$ cat src/include/iopcn_pkg.sv
// Purpose: Shared constants for the I/O port, change notice and pin routing block.
// Assumes: 32-bit register words at byte addresses on a plain strobe port.
// Notes:   Routing selects sit in two separate windows of the map.
package iopcn_pkg;

  // ==========================================================================
  // Register bus geometry
  localparam int unsigned ADDR_W = 8;
  localparam int unsigned DATA_W = 32;

  // ==========================================================================
  // Register byte addresses
  localparam logic [7:0] OFS_DIRECTION    = 8'h00;
  localparam logic [7:0] OFS_OUTPUT_LATCH = 8'h04;
  localparam logic [7:0] OFS_PIN_LEVEL    = 8'h08;
  localparam logic [7:0] OFS_ANALOG_SEL   = 8'h0C;
  localparam logic [7:0] OFS_CHANGE_CTRL  = 8'h10;
  localparam logic [7:0] OFS_CHG_EN_FIRST = 8'h14;
  localparam logic [7:0] OFS_CHG_EN_SECND = 8'h18;
  localparam logic [7:0] OFS_CHG_STATUS   = 8'h1C;
  localparam logic [7:0] OFS_CHG_FLAG     = 8'h20;
  localparam logic [7:0] OFS_PULL_UP      = 8'h24;
  localparam logic [7:0] OFS_PULL_DOWN    = 8'h28;
  localparam logic [7:0] OFS_ROUTING_CTRL = 8'h2C;
  localparam logic [7:0] OFS_IN_ROUTE     = 8'h40;
  localparam logic [7:0] OFS_OUT_ROUTE    = 8'h80;
  localparam logic [7:0] ROUTE_WIN_MASK   = 8'hC0;

  // ==========================================================================
  // Field positions and widths
  localparam int unsigned CC_ENABLE_BIT  = 15;
  localparam int unsigned CC_STYLE_BIT   = 11;
  localparam int unsigned RC_LOCK_BIT    = 0;
  localparam int unsigned IN_SEL_W       = 5;
  localparam int unsigned OUT_SEL_W      = 4;

  // ==========================================================================
  // Reset values and timing
  localparam logic [31:0] ANALOG_SEL_RST = 32'h0000FFFF;
  localparam logic [31:0] DIRECTION_RST  = 32'hFFFFFFFF;
  localparam int unsigned PIN_SYNC_STAGES = 3;

endpackage

$ cat src/rtl/iopcn_port.sv
// Purpose: One I/O port with analog select, change notice, weak pulls and pin routing.
// Assumes: Pin inputs are synchronous to clk; routed pins are port pins 0 upward.
// Notes:   Remappable pin number n is port pin n-1; number 0 selects no pin.
//
// Overview of operation
// - Pin level reads zero for every pin set up as analog input.
// - Analog select resets to ones on pins 0 to 15, so those pins start analog.
// - Output direction with analog select still drives the latch level.
// - Change detection runs without any bus activity, for wake from sleep.
// - Change notice works only while change control bit 15 is set; change status still updates while it is clear.
// - Style zero: first enable flags mismatch versus last read state.
// - Style one: enable pair selects rising, falling or both edges.
// - Change status shows change since last pin level read.
// - Event flag sets on the selected event and stays until cleared.
// - Only pins with direction input raise change notice interrupts.
// - Each pin has separate weak pull-up and pull-down enables.
// - Routed peripherals have no default pin until software assigns one.
// - Routed peripheral overrides general I/O and fixed digital functions.
// - Analog selection keeps precedence over routing.
// - Input routing and output routing use separate register sets.
// - Each peripheral input has a 5-bit pin number select.
// - Each remappable pin has a 4-bit output select, zero unconnected.
// - While routing lock is set, routing select writes are ignored.
// - Pin level lags the pins by three clock cycles.
// - Direction one means input; all pins input after reset.
//
// The register addresses and strobed register access were left to the implementer.
`timescale 1ns/100ps

module iopcn_port
  import iopcn_pkg::*;
#(
  parameter int unsigned NUM_PINS = 16,
  parameter int unsigned NUM_RP   = 8,
  parameter int unsigned NUM_RIN  = 4,
  parameter int unsigned NUM_ROUT = 9
) (
  // Clock and reset
  input  wire logic                  clk,
  input  wire logic                  rst_n,
  // Register port
  input  wire logic [ADDR_W-1:0]     reg_addr,
  input  wire logic [DATA_W-1:0]     reg_wdata,
  input  wire logic                  reg_we,
  input  wire logic                  reg_re,
  output logic      [DATA_W-1:0]     reg_rdata,
  // Pads
  input  wire logic [NUM_PINS-1:0]   pad_in,
  output logic      [NUM_PINS-1:0]   pad_out,
  output logic      [NUM_PINS-1:0]   pad_oe,
  output logic      [NUM_PINS-1:0]   weak_pull_up_enable,
  output logic      [NUM_PINS-1:0]   weak_pull_down_enable,
  // Fixed digital functions sharing the pins
  input  wire logic [NUM_PINS-1:0]   fixed_fn_en,
  input  wire logic [NUM_PINS-1:0]   fixed_fn_out,
  input  wire logic [NUM_PINS-1:0]   fixed_fn_oe,
  // Routed peripheral signals
  input  wire logic [NUM_ROUT-1:0]   periph_out,
  output logic      [NUM_RIN-1:0]    periph_in,
  // Interrupt request
  output logic                       input_change_notice_irq
);

  // ==========================================================================
  // Registers
  logic [NUM_PINS-1:0]  direction_register_q;
  logic [NUM_PINS-1:0]  output_latch_q;
  logic [NUM_PINS-1:0]  analog_select_q;
  logic                 cn_on_q;
  logic                 edge_style_select_q;
  logic [NUM_PINS-1:0]  change_enable_first_q;
  logic [NUM_PINS-1:0]  change_enable_second_q;
  logic [NUM_PINS-1:0]  change_status_q;
  logic [NUM_PINS-1:0]  change_event_flag_q;
  logic [NUM_PINS-1:0]  pull_up_q;
  logic [NUM_PINS-1:0]  pull_down_q;
  logic                 routing_lock_q;
  logic [IN_SEL_W-1:0]  input_route_select_q [NUM_RIN];
  logic [OUT_SEL_W-1:0] output_route_select_q [NUM_RP];
  logic [NUM_PINS-1:0]  sync_q [PIN_SYNC_STAGES];
  logic [NUM_PINS-1:0]  prev_level_q;
  logic [NUM_PINS-1:0]  last_read_q;
  logic [NUM_PINS-1:0]  level;
  logic [NUM_PINS-1:0]  analog_in;
  logic [NUM_PINS-1:0]  pin_level_view;
  logic [NUM_PINS-1:0]  rise;
  logic [NUM_PINS-1:0]  fall;
  logic [NUM_PINS-1:0]  event_hit;
  logic [NUM_PINS-1:0]  irq_src;
  logic                 wr_route;
  logic                 pin_read;
  function automatic logic is_addr(input logic [ADDR_W-1:0] ofs);
    is_addr = (reg_addr == ofs);
  endfunction
  // A remappable pin number maps to port pin number minus one.
  function automatic logic route_in(input logic [IN_SEL_W-1:0] sel, input logic [NUM_PINS-1:0] lv);
    route_in = 1'b0;
    for (int p = 0; p < NUM_RP; p++) begin
      if (sel == IN_SEL_W'(p + 1)) begin
        route_in = lv[p];
      end
    end
  endfunction

  // ==========================================================================
  // Pin synchroniser and derived views
  always_ff @(posedge clk or negedge rst_n) begin
    if (!rst_n) begin
      for (int s = 0; s < PIN_SYNC_STAGES; s++) begin
        sync_q[s] <= '0;
      end
      prev_level_q <= '0;
    end else begin
      sync_q[0] <= pad_in;
      for (int s = 1; s < PIN_SYNC_STAGES; s++) begin
        sync_q[s] <= sync_q[s-1];
      end
      // Edges compare masked views, so an analog pin held high never looks like a change.
      prev_level_q <= pin_level_view;
    end
  end
  assign level          = sync_q[PIN_SYNC_STAGES-1];
  assign analog_in      = analog_select_q & direction_register_q;
  assign pin_level_view = level & ~analog_in;
  assign rise           = pin_level_view & ~prev_level_q;
  assign fall           = ~pin_level_view & prev_level_q;
  assign pin_read       = reg_re && is_addr(OFS_PIN_LEVEL);
  assign wr_route       = reg_we && !routing_lock_q;
  // Event selection per pin; the second enable is ignored in mismatch style.
  always_comb begin
    for (int i = 0; i < NUM_PINS; i++) begin
      if (!edge_style_select_q) begin
        event_hit[i] = change_enable_first_q[i] && (pin_level_view[i] != last_read_q[i]);
      end else begin
        event_hit[i] = (change_enable_first_q[i] && rise[i])
                     || (change_enable_second_q[i] && fall[i]);
      end
    end
  end
  // Only enabled input pins contribute to the request.
  assign irq_src = change_event_flag_q & direction_register_q
                 & (change_enable_first_q | (change_enable_second_q & {NUM_PINS{edge_style_select_q}}));

  // ==========================================================================
  // Port configuration registers
  always_ff @(posedge clk or negedge rst_n) begin
    if (!rst_n) begin
      direction_register_q <= DIRECTION_RST[NUM_PINS-1:0];
      output_latch_q       <= '0;
      analog_select_q      <= ANALOG_SEL_RST[NUM_PINS-1:0];
      pull_up_q            <= '0;
      pull_down_q          <= '0;
    end else if (reg_we) begin
      if (is_addr(OFS_DIRECTION))    direction_register_q <= reg_wdata[NUM_PINS-1:0];
      if (is_addr(OFS_OUTPUT_LATCH)) output_latch_q       <= reg_wdata[NUM_PINS-1:0];
      if (is_addr(OFS_ANALOG_SEL))   analog_select_q      <= reg_wdata[NUM_PINS-1:0];
      if (is_addr(OFS_PULL_UP))      pull_up_q            <= reg_wdata[NUM_PINS-1:0];
      if (is_addr(OFS_PULL_DOWN))    pull_down_q          <= reg_wdata[NUM_PINS-1:0];
    end
  end

  // ==========================================================================
  // Change notice control and enables
  always_ff @(posedge clk or negedge rst_n) begin
    if (!rst_n) begin
      cn_on_q                <= 1'b0;
      edge_style_select_q    <= 1'b0;
      change_enable_first_q  <= '0;
      change_enable_second_q <= '0;
    end else if (reg_we) begin
      if (is_addr(OFS_CHANGE_CTRL)) begin
        cn_on_q             <= reg_wdata[CC_ENABLE_BIT];
        edge_style_select_q <= reg_wdata[CC_STYLE_BIT];
      end
      if (is_addr(OFS_CHG_EN_FIRST)) change_enable_first_q  <= reg_wdata[NUM_PINS-1:0];
      if (is_addr(OFS_CHG_EN_SECND)) change_enable_second_q <= reg_wdata[NUM_PINS-1:0];
    end
  end

  // ==========================================================================
  // Change status and last read state
  // Detection looks only at sampled pin levels, so it needs no bus traffic to run.
  always_ff @(posedge clk or negedge rst_n) begin
    if (!rst_n) begin
      change_status_q <= '0;
      last_read_q     <= '0;
    end else begin
      if (pin_read) begin
        last_read_q <= pin_level_view;
      end
      // A change landing in the read cycle survives the clear.
      change_status_q <= (pin_read ? '0 : change_status_q)
                       | (pin_level_view ^ prev_level_q);
    end
  end

  // ==========================================================================
  // Event flags; a new event beats a software clear in the same cycle
  always_ff @(posedge clk or negedge rst_n) begin
    if (!rst_n) begin
      change_event_flag_q     <= '0;
      input_change_notice_irq <= 1'b0;
    end else begin
      change_event_flag_q <= ((reg_we && is_addr(OFS_CHG_FLAG)) ? reg_wdata[NUM_PINS-1:0] : change_event_flag_q)
                           | (event_hit & {NUM_PINS{cn_on_q}});
      input_change_notice_irq <= cn_on_q && (|irq_src);
    end
  end

  // ==========================================================================
  // Routing selects, held apart for inputs and outputs
  always_ff @(posedge clk or negedge rst_n) begin
    if (!rst_n) begin
      routing_lock_q <= 1'b0;
    end else if (reg_we && is_addr(OFS_ROUTING_CTRL)) begin
      routing_lock_q <= reg_wdata[RC_LOCK_BIT];
    end
  end

  always_ff @(posedge clk or negedge rst_n) begin
    if (!rst_n) begin
      for (int j = 0; j < NUM_RIN; j++) begin
        input_route_select_q[j] <= '0;
      end
    end else if (wr_route) begin
      for (int j = 0; j < NUM_RIN; j++) begin
        if (is_addr(OFS_IN_ROUTE + ADDR_W'(4 * j))) begin
          input_route_select_q[j] <= reg_wdata[IN_SEL_W-1:0];
        end
      end
    end
  end

  always_ff @(posedge clk or negedge rst_n) begin
    if (!rst_n) begin
      for (int k = 0; k < NUM_RP; k++) begin
        output_route_select_q[k] <= '0;
      end
    end else if (wr_route) begin
      for (int k = 0; k < NUM_RP; k++) begin
        if (is_addr(OFS_OUT_ROUTE + ADDR_W'(4 * k))) begin
          output_route_select_q[k] <= reg_wdata[OUT_SEL_W-1:0];
        end
      end
    end
  end
  // Analog input pins present zero to routed inputs.
  always_ff @(posedge clk or negedge rst_n) begin
    if (!rst_n) begin
      periph_in <= '0;
    end else begin
      for (int j = 0; j < NUM_RIN; j++) begin
        periph_in[j] <= route_in(input_route_select_q[j], pin_level_view);
      end
    end
  end

  // ==========================================================================
  // Pad drive: analog, then routed output, then fixed function, then latch
  always_ff @(posedge clk or negedge rst_n) begin
    if (!rst_n) begin
      pad_out <= '0;
      pad_oe  <= '0;
    end else begin
      for (int i = 0; i < NUM_PINS; i++) begin
        logic [OUT_SEL_W-1:0] code;
        code = '0;
        if (i < NUM_RP) begin
          code = output_route_select_q[i];
        end
        if (analog_select_q[i]) begin
          pad_out[i] <= output_latch_q[i];
          pad_oe[i]  <= ~direction_register_q[i];
        end else if (code != '0 && int'(code) <= NUM_ROUT) begin
          pad_out[i] <= periph_out[int'(code) - 1];
          pad_oe[i]  <= 1'b1;
        end else if (fixed_fn_en[i]) begin
          pad_out[i] <= fixed_fn_out[i];
          pad_oe[i]  <= fixed_fn_oe[i];
        end else begin
          pad_out[i] <= output_latch_q[i];
          pad_oe[i]  <= ~direction_register_q[i];
        end
      end
    end
  end

  always_ff @(posedge clk or negedge rst_n) begin
    if (!rst_n) begin
      weak_pull_up_enable   <= '0;
      weak_pull_down_enable <= '0;
    end else begin
      weak_pull_up_enable   <= pull_up_q;
      weak_pull_down_enable <= pull_down_q;
    end
  end

  // ==========================================================================
  // Read data, registered on the cycle after the read strobe and held until the next read
  always_ff @(posedge clk or negedge rst_n) begin
    if (!rst_n) begin
      reg_rdata <= '0;
    end else if (reg_re) begin
      reg_rdata <= '0;
      unique case (reg_addr)
        OFS_DIRECTION:    reg_rdata[NUM_PINS-1:0] <= direction_register_q;
        OFS_OUTPUT_LATCH: reg_rdata[NUM_PINS-1:0] <= output_latch_q;
        OFS_PIN_LEVEL:    reg_rdata[NUM_PINS-1:0] <= pin_level_view;
        OFS_ANALOG_SEL:   reg_rdata[NUM_PINS-1:0] <= analog_select_q;
        OFS_CHANGE_CTRL: begin
          reg_rdata[CC_ENABLE_BIT] <= cn_on_q;
          reg_rdata[CC_STYLE_BIT]  <= edge_style_select_q;
        end
        OFS_CHG_EN_FIRST: reg_rdata[NUM_PINS-1:0] <= change_enable_first_q;
        OFS_CHG_EN_SECND: reg_rdata[NUM_PINS-1:0] <= change_enable_second_q;
        OFS_CHG_STATUS:   reg_rdata[NUM_PINS-1:0] <= change_status_q;
        OFS_CHG_FLAG:     reg_rdata[NUM_PINS-1:0] <= change_event_flag_q;
        OFS_PULL_UP:      reg_rdata[NUM_PINS-1:0] <= pull_up_q;
        OFS_PULL_DOWN:    reg_rdata[NUM_PINS-1:0] <= pull_down_q;
        OFS_ROUTING_CTRL: reg_rdata[RC_LOCK_BIT]   <= routing_lock_q;
        default: begin
          for (int j = 0; j < NUM_RIN; j++) begin
            if (is_addr(OFS_IN_ROUTE + ADDR_W'(4 * j))) begin
              reg_rdata[IN_SEL_W-1:0] <= input_route_select_q[j];
            end
          end
          for (int k = 0; k < NUM_RP; k++) begin
            if (is_addr(OFS_OUT_ROUTE + ADDR_W'(4 * k))) begin
              reg_rdata[OUT_SEL_W-1:0] <= output_route_select_q[k];
            end
          end
        end
      endcase
    end
  end
endmodule

$ cat config.mk
export PLATFORM = sky130hd
export DESIGN_NAME = iopcn_port
export DESIGN_NICKNAME = d
export VERILOG_FILES = /design/src/include/iopcn_pkg.sv /design/src/rtl/iopcn_port.sv
export SDC_FILE = /design/constraint.sdc
export NUM_CORES = 1
export LEC_CHECK = 0
export ABC_AREA = 1
export ABC_CLOCK_PERIOD_IN_PS = 4300
export BUFFER_PORTS_ARGS = -buffer_cell sky130_fd_sc_hd__buf_2
export CELL_PAD_IN_SITES_DETAIL_PLACEMENT = 0
export CELL_PAD_IN_SITES_GLOBAL_PLACEMENT = 1
export CORE_AREA = 2 2 192 194
export DETAILED_ROUTE_END_ITERATION = 8
export DIE_AREA = 0 0 194 196
export HOLD_SLACK_MARGIN = 0.03
export PLACE_DENSITY_LB_ADDON = 0.1
export SYNTH_ARGS = -nofsm -noshare
export SYNTH_HDL_FRONTEND = slang
export SYNTH_SLANG_ARGS = --single-unit
$ cat constraint.sdc
create_clock -name clk -period 4.3 [get_ports clk]
set_clock_uncertainty 0.2 [all_clocks]
set_input_delay 0.86 -clock clk [delete_from_list [all_inputs] [get_ports clk]]
set_output_delay 0.86 -clock clk [all_outputs]
set_load 0.005 [all_outputs]
# Word level (Yosys, flattened, before mapping)
# Index checks and enable logic that the tools add are counted.
word_totals:
  inputBits: 117
  wordCells: 443
  ff_bits: 364
  output_inout_bits: 101
classes:
  n_addsub: 8
  muxes: 172
  order_cmp: 16
  n_bitwise: 31
  eq_ne: 71
  n_reduce_logical: 109
op_table:
  columns: ["cell", "n"]
  rows:
  - ["$mux W1", 144]
  - ["$and A16 B16 Y16", 8]
  - ["$eq A5 B3 Y1 const B", 16]
  - ["$eq A8 B8 Y1 const B", 8]
  - ["$logic_and A1 B1 Y1", 61]
  - ["$pmux W6 S10", 1]
  - ["$lt A5 B6 Y1 const B", 8]
  - ["$not A16 Y16", 3]
  - ["$or A16 B16 Y16", 3]
  - ["$pmux W4 S11", 1]
  - ["$eq A5 B2 Y1 const B", 8]
  - ["$reduce_and A2 Y1", 20]
  - ["$sub A4 B1 Y5 const B", 8]
  - ["$bmux W1 S4", 8]
  - ["$eq A8 B5 Y1 const B", 4]
  - ["$eq A8 B6 Y1 const B", 4]
  - ["$eq A8 B7 Y1 const B", 4]
  - ["$le A4 B4 Y1 const B", 8]
  - ["$mux W16", 2]
  - ["$mux W4", 8]
  - ["$reduce_bool A4 Y1", 8]
  - ["$pmux W3 S10", 1]
  - ["$pmux W1 S11", 2]
  - ["$eq A5 B1 Y1 const B", 4]
  - ["other kinds (13)", 65]

# Longest topological paths before layout
logic_depth:
  ltp_word: 14
  depth_mapped: 12
  depth_no_buf: 11

# Worst setup path before layout
# Ideal clock, no wire load.
synth_timing:
  path_type: "input port to flip-flop"
  from: "input reg_addr[3]"
  to: "register output_latch_q[2]"
  t_required_ps: 3967
  path_stages: 9
  setup_slack_ps: 1969
  setup_ps: 133
  path_buffers: 1
  arrival_ps: 1997
  cell_sequence: "inv_1 -> nand2_2 -> nor2_4 -> nand2_2 -> inv_2 -> nand2_1 -> clkbuf_1 -> nand2_1 -> o21ai_0"
synth_via:
  elab_chain_len: 2
synth_rtl:
  columns: ["element", "line_no", "rtl"]
  rows:
  - ["start, declared", "iopcn_port.sv:42", "input wire logic [ADDR_W-1:0] reg_addr,"]
  - ["$eq A8 B3 Y1", "iopcn_port.sv:93", "is_addr = (reg_addr == ofs);"]
  - ["$reduce_and A2 Y1 (no source line)", null, null]
  - ["end signal, assigned", "iopcn_port.sv:155", "if (is_addr(OFS_OUTPUT_LATCH)) output_latch_q <= reg_wdata[NUM_PINS-1:0];"]
  - ["end, declared", "iopcn_port.sv:67", "logic [NUM_PINS-1:0] output_latch_q;"]
# Every way passes these cells.
# A chain may end at the register's enable or synchronous reset.

# Final worst setup path
layout_timing:
  from: "register edge_style_select_q"
  to: "register input_change_notice_irq"
layout_via:
  elab_chain_len: 5
layout_rtl:
  columns: ["element", "line_no", "rtl"]
  rows:
  - ["start, declared", "iopcn_port.sv:70", "logic edge_style_select_q;"]
  - ["start signal, assigned", "iopcn_port.sv:173", "edge_style_select_q <= reg_wdata[CC_STYLE_BIT];"]
  - ["$and A16 B16 Y16", "iopcn_port.sv:142", "& (change_enable_first_q | (change_enable_second_q & {NUM_PINS{edge_style_select_q}}));"]
  - ["$or A16 B16 Y16", "iopcn_port.sv:142", null]
  - ["$and A16 B16 Y16", "iopcn_port.sv:142", null]
  - ["$reduce_or A16 Y1", "iopcn_port.sv:206", "input_change_notice_irq <= cn_on_q && (|irq_src);"]
  - ["$logic_and A1 B1 Y1", "iopcn_port.sv:206", null]
  - ["end signal, assigned", "iopcn_port.sv:206", null]
  - ["end, declared", "iopcn_port.sv:61", "output logic input_change_notice_irq"]
# Every way passes these cells.

==> key figures <==
Run status
  • Outcome: finished, final reports clean

Clock tree
  • Cts hold-fix bufs: 0
  • CTS Buffer Depth: 3
  • CTS tree: built
  • Clock Pin Slew Worst Setup and Hold Paths: 60 ps
  • Post_cts resized: 0
  • Clock sink count: 364
  • Clk root buf: clkbuf_16
  • Num CTS Buffers: 42
  • Clk_lat worst skew: 560 ps
  • Setup Buffers After CTS: 0
  • H-Tree Depth: 2

Power
  • Clk network pwr share: between 40% and 50%
  • Int Power: 0.00597 W
  • Logic pwr share: 9.1%
  • LEAKAGE: 9.28 nW
  • Power Density: between 400 and 500 mW/mm2
  • Switching Fraction: 25.4%
  • Seq pwr share: 47.1%
  • Max IR drop VDD: approximately 0.35 mV
  • NetSw: between 0.002 and 0.0025 W

Global route
  • Overflow after GRT: 0
  • Initial antenna violation count: 0
  • Largest net degree at the start of global routing: 90
  • Vias in the first global route: between 10k and 15k
  • Global Route Usage Sum: about 28%
  • First-pass GRT wire length: 80.9 mm

Hold path
  • Hold Path Class: in -> async

Timing
  • Max Slew Vio Count: 0
  • Least-Margin Pin Slew: ~1000 ps
  • Final min period: 2840 ps
  • Final TNS setup: 0 ps
  • Final setup viols: 0
  • Fmax: 352 MHz
  • Final Hold Fails: 0
  • RSZ-0062 raised after global routing: false
  • Final Cycle Share: 66.0%
  • Slew Limit Headroom: 30.8%

Layout
  • Biggest regs: output_route_select_q: 32 flops, sync_q: 32 flops, input_route_select_q: 20 flops
  • Ratio of cells with drive above 1 in the final layout: 15.9%
  • Antenna fix cells: 0
  • Post-route cell area: 0.0199 mm2
  • Final #Nets: ~2.3k
  • Utilization after layout: a little under three fifths
  • Non-Filler Instances: between 2k and 3k
  • Syn-to-layout area delta: 16.1%

Floorplan
  • Die W: 194 um
  • Die Y: between 150 and 200 um
  • FP Rows: 70
  • # IOs: 218
  • Die footprint: 0.0380 mm2
  • Area of the core: ~0.036 mm2
  • Starting density of the core: 47.5%

Worst setup path
  • Worst Reg-to-Reg Cells: 7
  • Critical Path Max Stage Delay: 780 ps
  • Top delay family on crit path: buffers and inverters
  • Worst path depth: 7
  • Type of origin of the critical path: register
  • Crit end category: register
  • Worst path bufs/invs: 2
  • Crit path DAT: 3080 ps
  • Crit path required time: roughly 4600 ps
  • WS Path Type: reg -> reg
  • Worst-path fanout max: 22
  • Crit-path cells: inv_1 -> buf_4 -> o21ai_0 -> nand3_1 -> o31ai_1 -> a31oi_1 -> a41oi_1
  • Crit path max-delay cell type: dfrtp_1

Synthesis
  • Top-area cell type share of the netlist area: 48.5%
  • Top_reg_cell synth: dfrtp_1
  • Mapped Area: 0.0171 mm2
  • Asr flop ratio synth: 100%
  • Post-synthesis register bit count: about 360
  • Library cells used by synthesis: 46
  • Synth Instances: 1949
  • Dominant cell by count in the synthesized netlist: nand2_1
  • Synth area leader: dfrtp_1
  • Mapped Avg Cell Area: 8.79 um2
  • Post-synthesis sequential area ratio: a little over half
  • Post-synth EDFFs: 0
  • YS warnings: 0
  • Post-synth top cells: nand2_1, dfrtp_1, o21ai_0, inv_1, nor2_1
  • Top cells by area, synth: dfrtp_1, o21ai_0, nand2_1, dfstp_2, inv_1

Routing
  • Pre-antenna DRT Iters: 5
  • DR WL/cell: approximately 20 um
  • Drt drc: 0
  • Final wirelength: 52.6 mm
  • Vias per cell: 5.55
  • Initial drt markers: 1153
  • Antenna viol nets, final: 0
  • Vias: around 15k

Flow run
  • Max-cap viol count: 0

Placement
  • Placer Congestion: 0.891
  • Port Buffers: 185
  • Post-DP HPWL: 35.9 mm
  • Placement Cell Area: 0.0185 mm2
  • # placed instances: 2556
[area by class of cell]
| cell class | count | area, um2 |
|---|---|---|
| tap | 468 | 586 |
| timing repair buffer | 213 | 1200 |
| inverter | 229 | 860 |
| fill | 3321 | 16200 |
| sequential | 364 | 9150 |
| multi-input combinational | 1282 | 6740 |
| clock buffer | 63 | 1220 |
| clock inverter | 13 | 129 |
[final timing paths]
check,from,end,slack (ps)
setup / recovery,edge_style_select_q$_DFFE_PN0P_,input_change_notice_irq$_DFF_PN0_,1460
hold / removal,rst_n,sync_q[25]$_DFF_PN0_,110
setup reg to reg,edge_style_select_q$_DFFE_PN0P_,input_change_notice_irq$_DFF_PN0_,1460
hold reg to reg,sync_q[45]$_DFF_PN0_,sync_q[29]$_DFF_PN0_,140
max in group asynchronous,rst_n,analog_select_q[13]$_DFFE_PN1P_,2870
min in group clk,sync_q[45]$_DFF_PN0_,sync_q[29]$_DFF_PN0_,140
[power groups by stage]
stage / clock network [W] / registers (W) / logic (W)
final: 0.00351 / 0.00377 / 0.000726
after global routing: 0.00373 / 0.00378 / 0.000829
after CTS: 0.00359 / 0.00376 / 0.000732
after detailed placement: 0 / 0.00382 / 0.000727
after global placement: 0 / 0.00382 / 0.000710
after floorplan: 0 / 0.00377 / 0.000415
[cells by family (layout without fill, tap and decap cells)]
family	count (synthesis)	count (layout)	synth area share [%]
mux	2	2	0.132
flops	364	364	53.4
buf+inv	318	518	7.57
simple gates	651	651	16.2
fa+ha+maj	48	48	3.51
compound gates	557	557	18.8
other cells	1	16	0.0219
xor+xnor	8	8	0.409
[per-stage QoR]
stage          hold WS (ps)  power [W]  setup WS [ps]
2_1_floorplan           131    0.00419           1970
3_3_place_gp            132    0.00453           1260
3_5_place_dp            135    0.00455           1210
4_1_cts                 124    0.00809           1520
5_1_grt                 151    0.00834           1380
6_report                113    0.00800           1460
[metal layers]
| layer | track usage, % | share of wire [%] | routed length (um) | vias to the layer above |
|---|---|---|---|---|
| met5 | 0 | 0 | 0 | - |
| met4 | 8.89 | 3.0 | 1580 | 0 |
| met3 | 4.64 | 7.0 | 3680 | 108 |
| met2 | 42.9 | 45 | 23700 | 535 |
| met1 | 40.1 | 45 | 23600 | 7068 |
| li1 | - | - | - | 6896 |
[cell usage in the layout (no fill, tap or decap), drive strengths merged]
| master | n |
|---|---|
| nand3 | 87 |
| o32ai | 1 |
| o41ai | 1 |
| xor2 | 8 |
| o31a | 8 |
| nor4 | 5 |
| a31oi | 3 |
| a221oi | 8 |
| inv | 231 |
| a311oi | 1 |
| o2111ai | 1 |
| mux2 | 2 |
| clkinv | 8 |
| a41oi | 1 |
| nor3 | 17 |
| a22o | 9 |
| a21oi | 67 |
| clkinvlp | 1 |
| nor2 | 114 |
| ha | 48 |
| o311ai | 10 |
| or2 | 1 |
| nand2 | 405 |
| a211oi | 3 |
| o21ai | 340 |
| conb | 16 |
| a221o | 16 |
| dfrtp | 332 |
| bufinv | 2 |
| clkbuf | 63 |
| dfstp | 32 |
| o211ai | 55 |
| buf | 213 |
| o22ai | 30 |
| nand4 | 22 |
| o31ai | 3 |
Power figures use the tool's default switching activity.
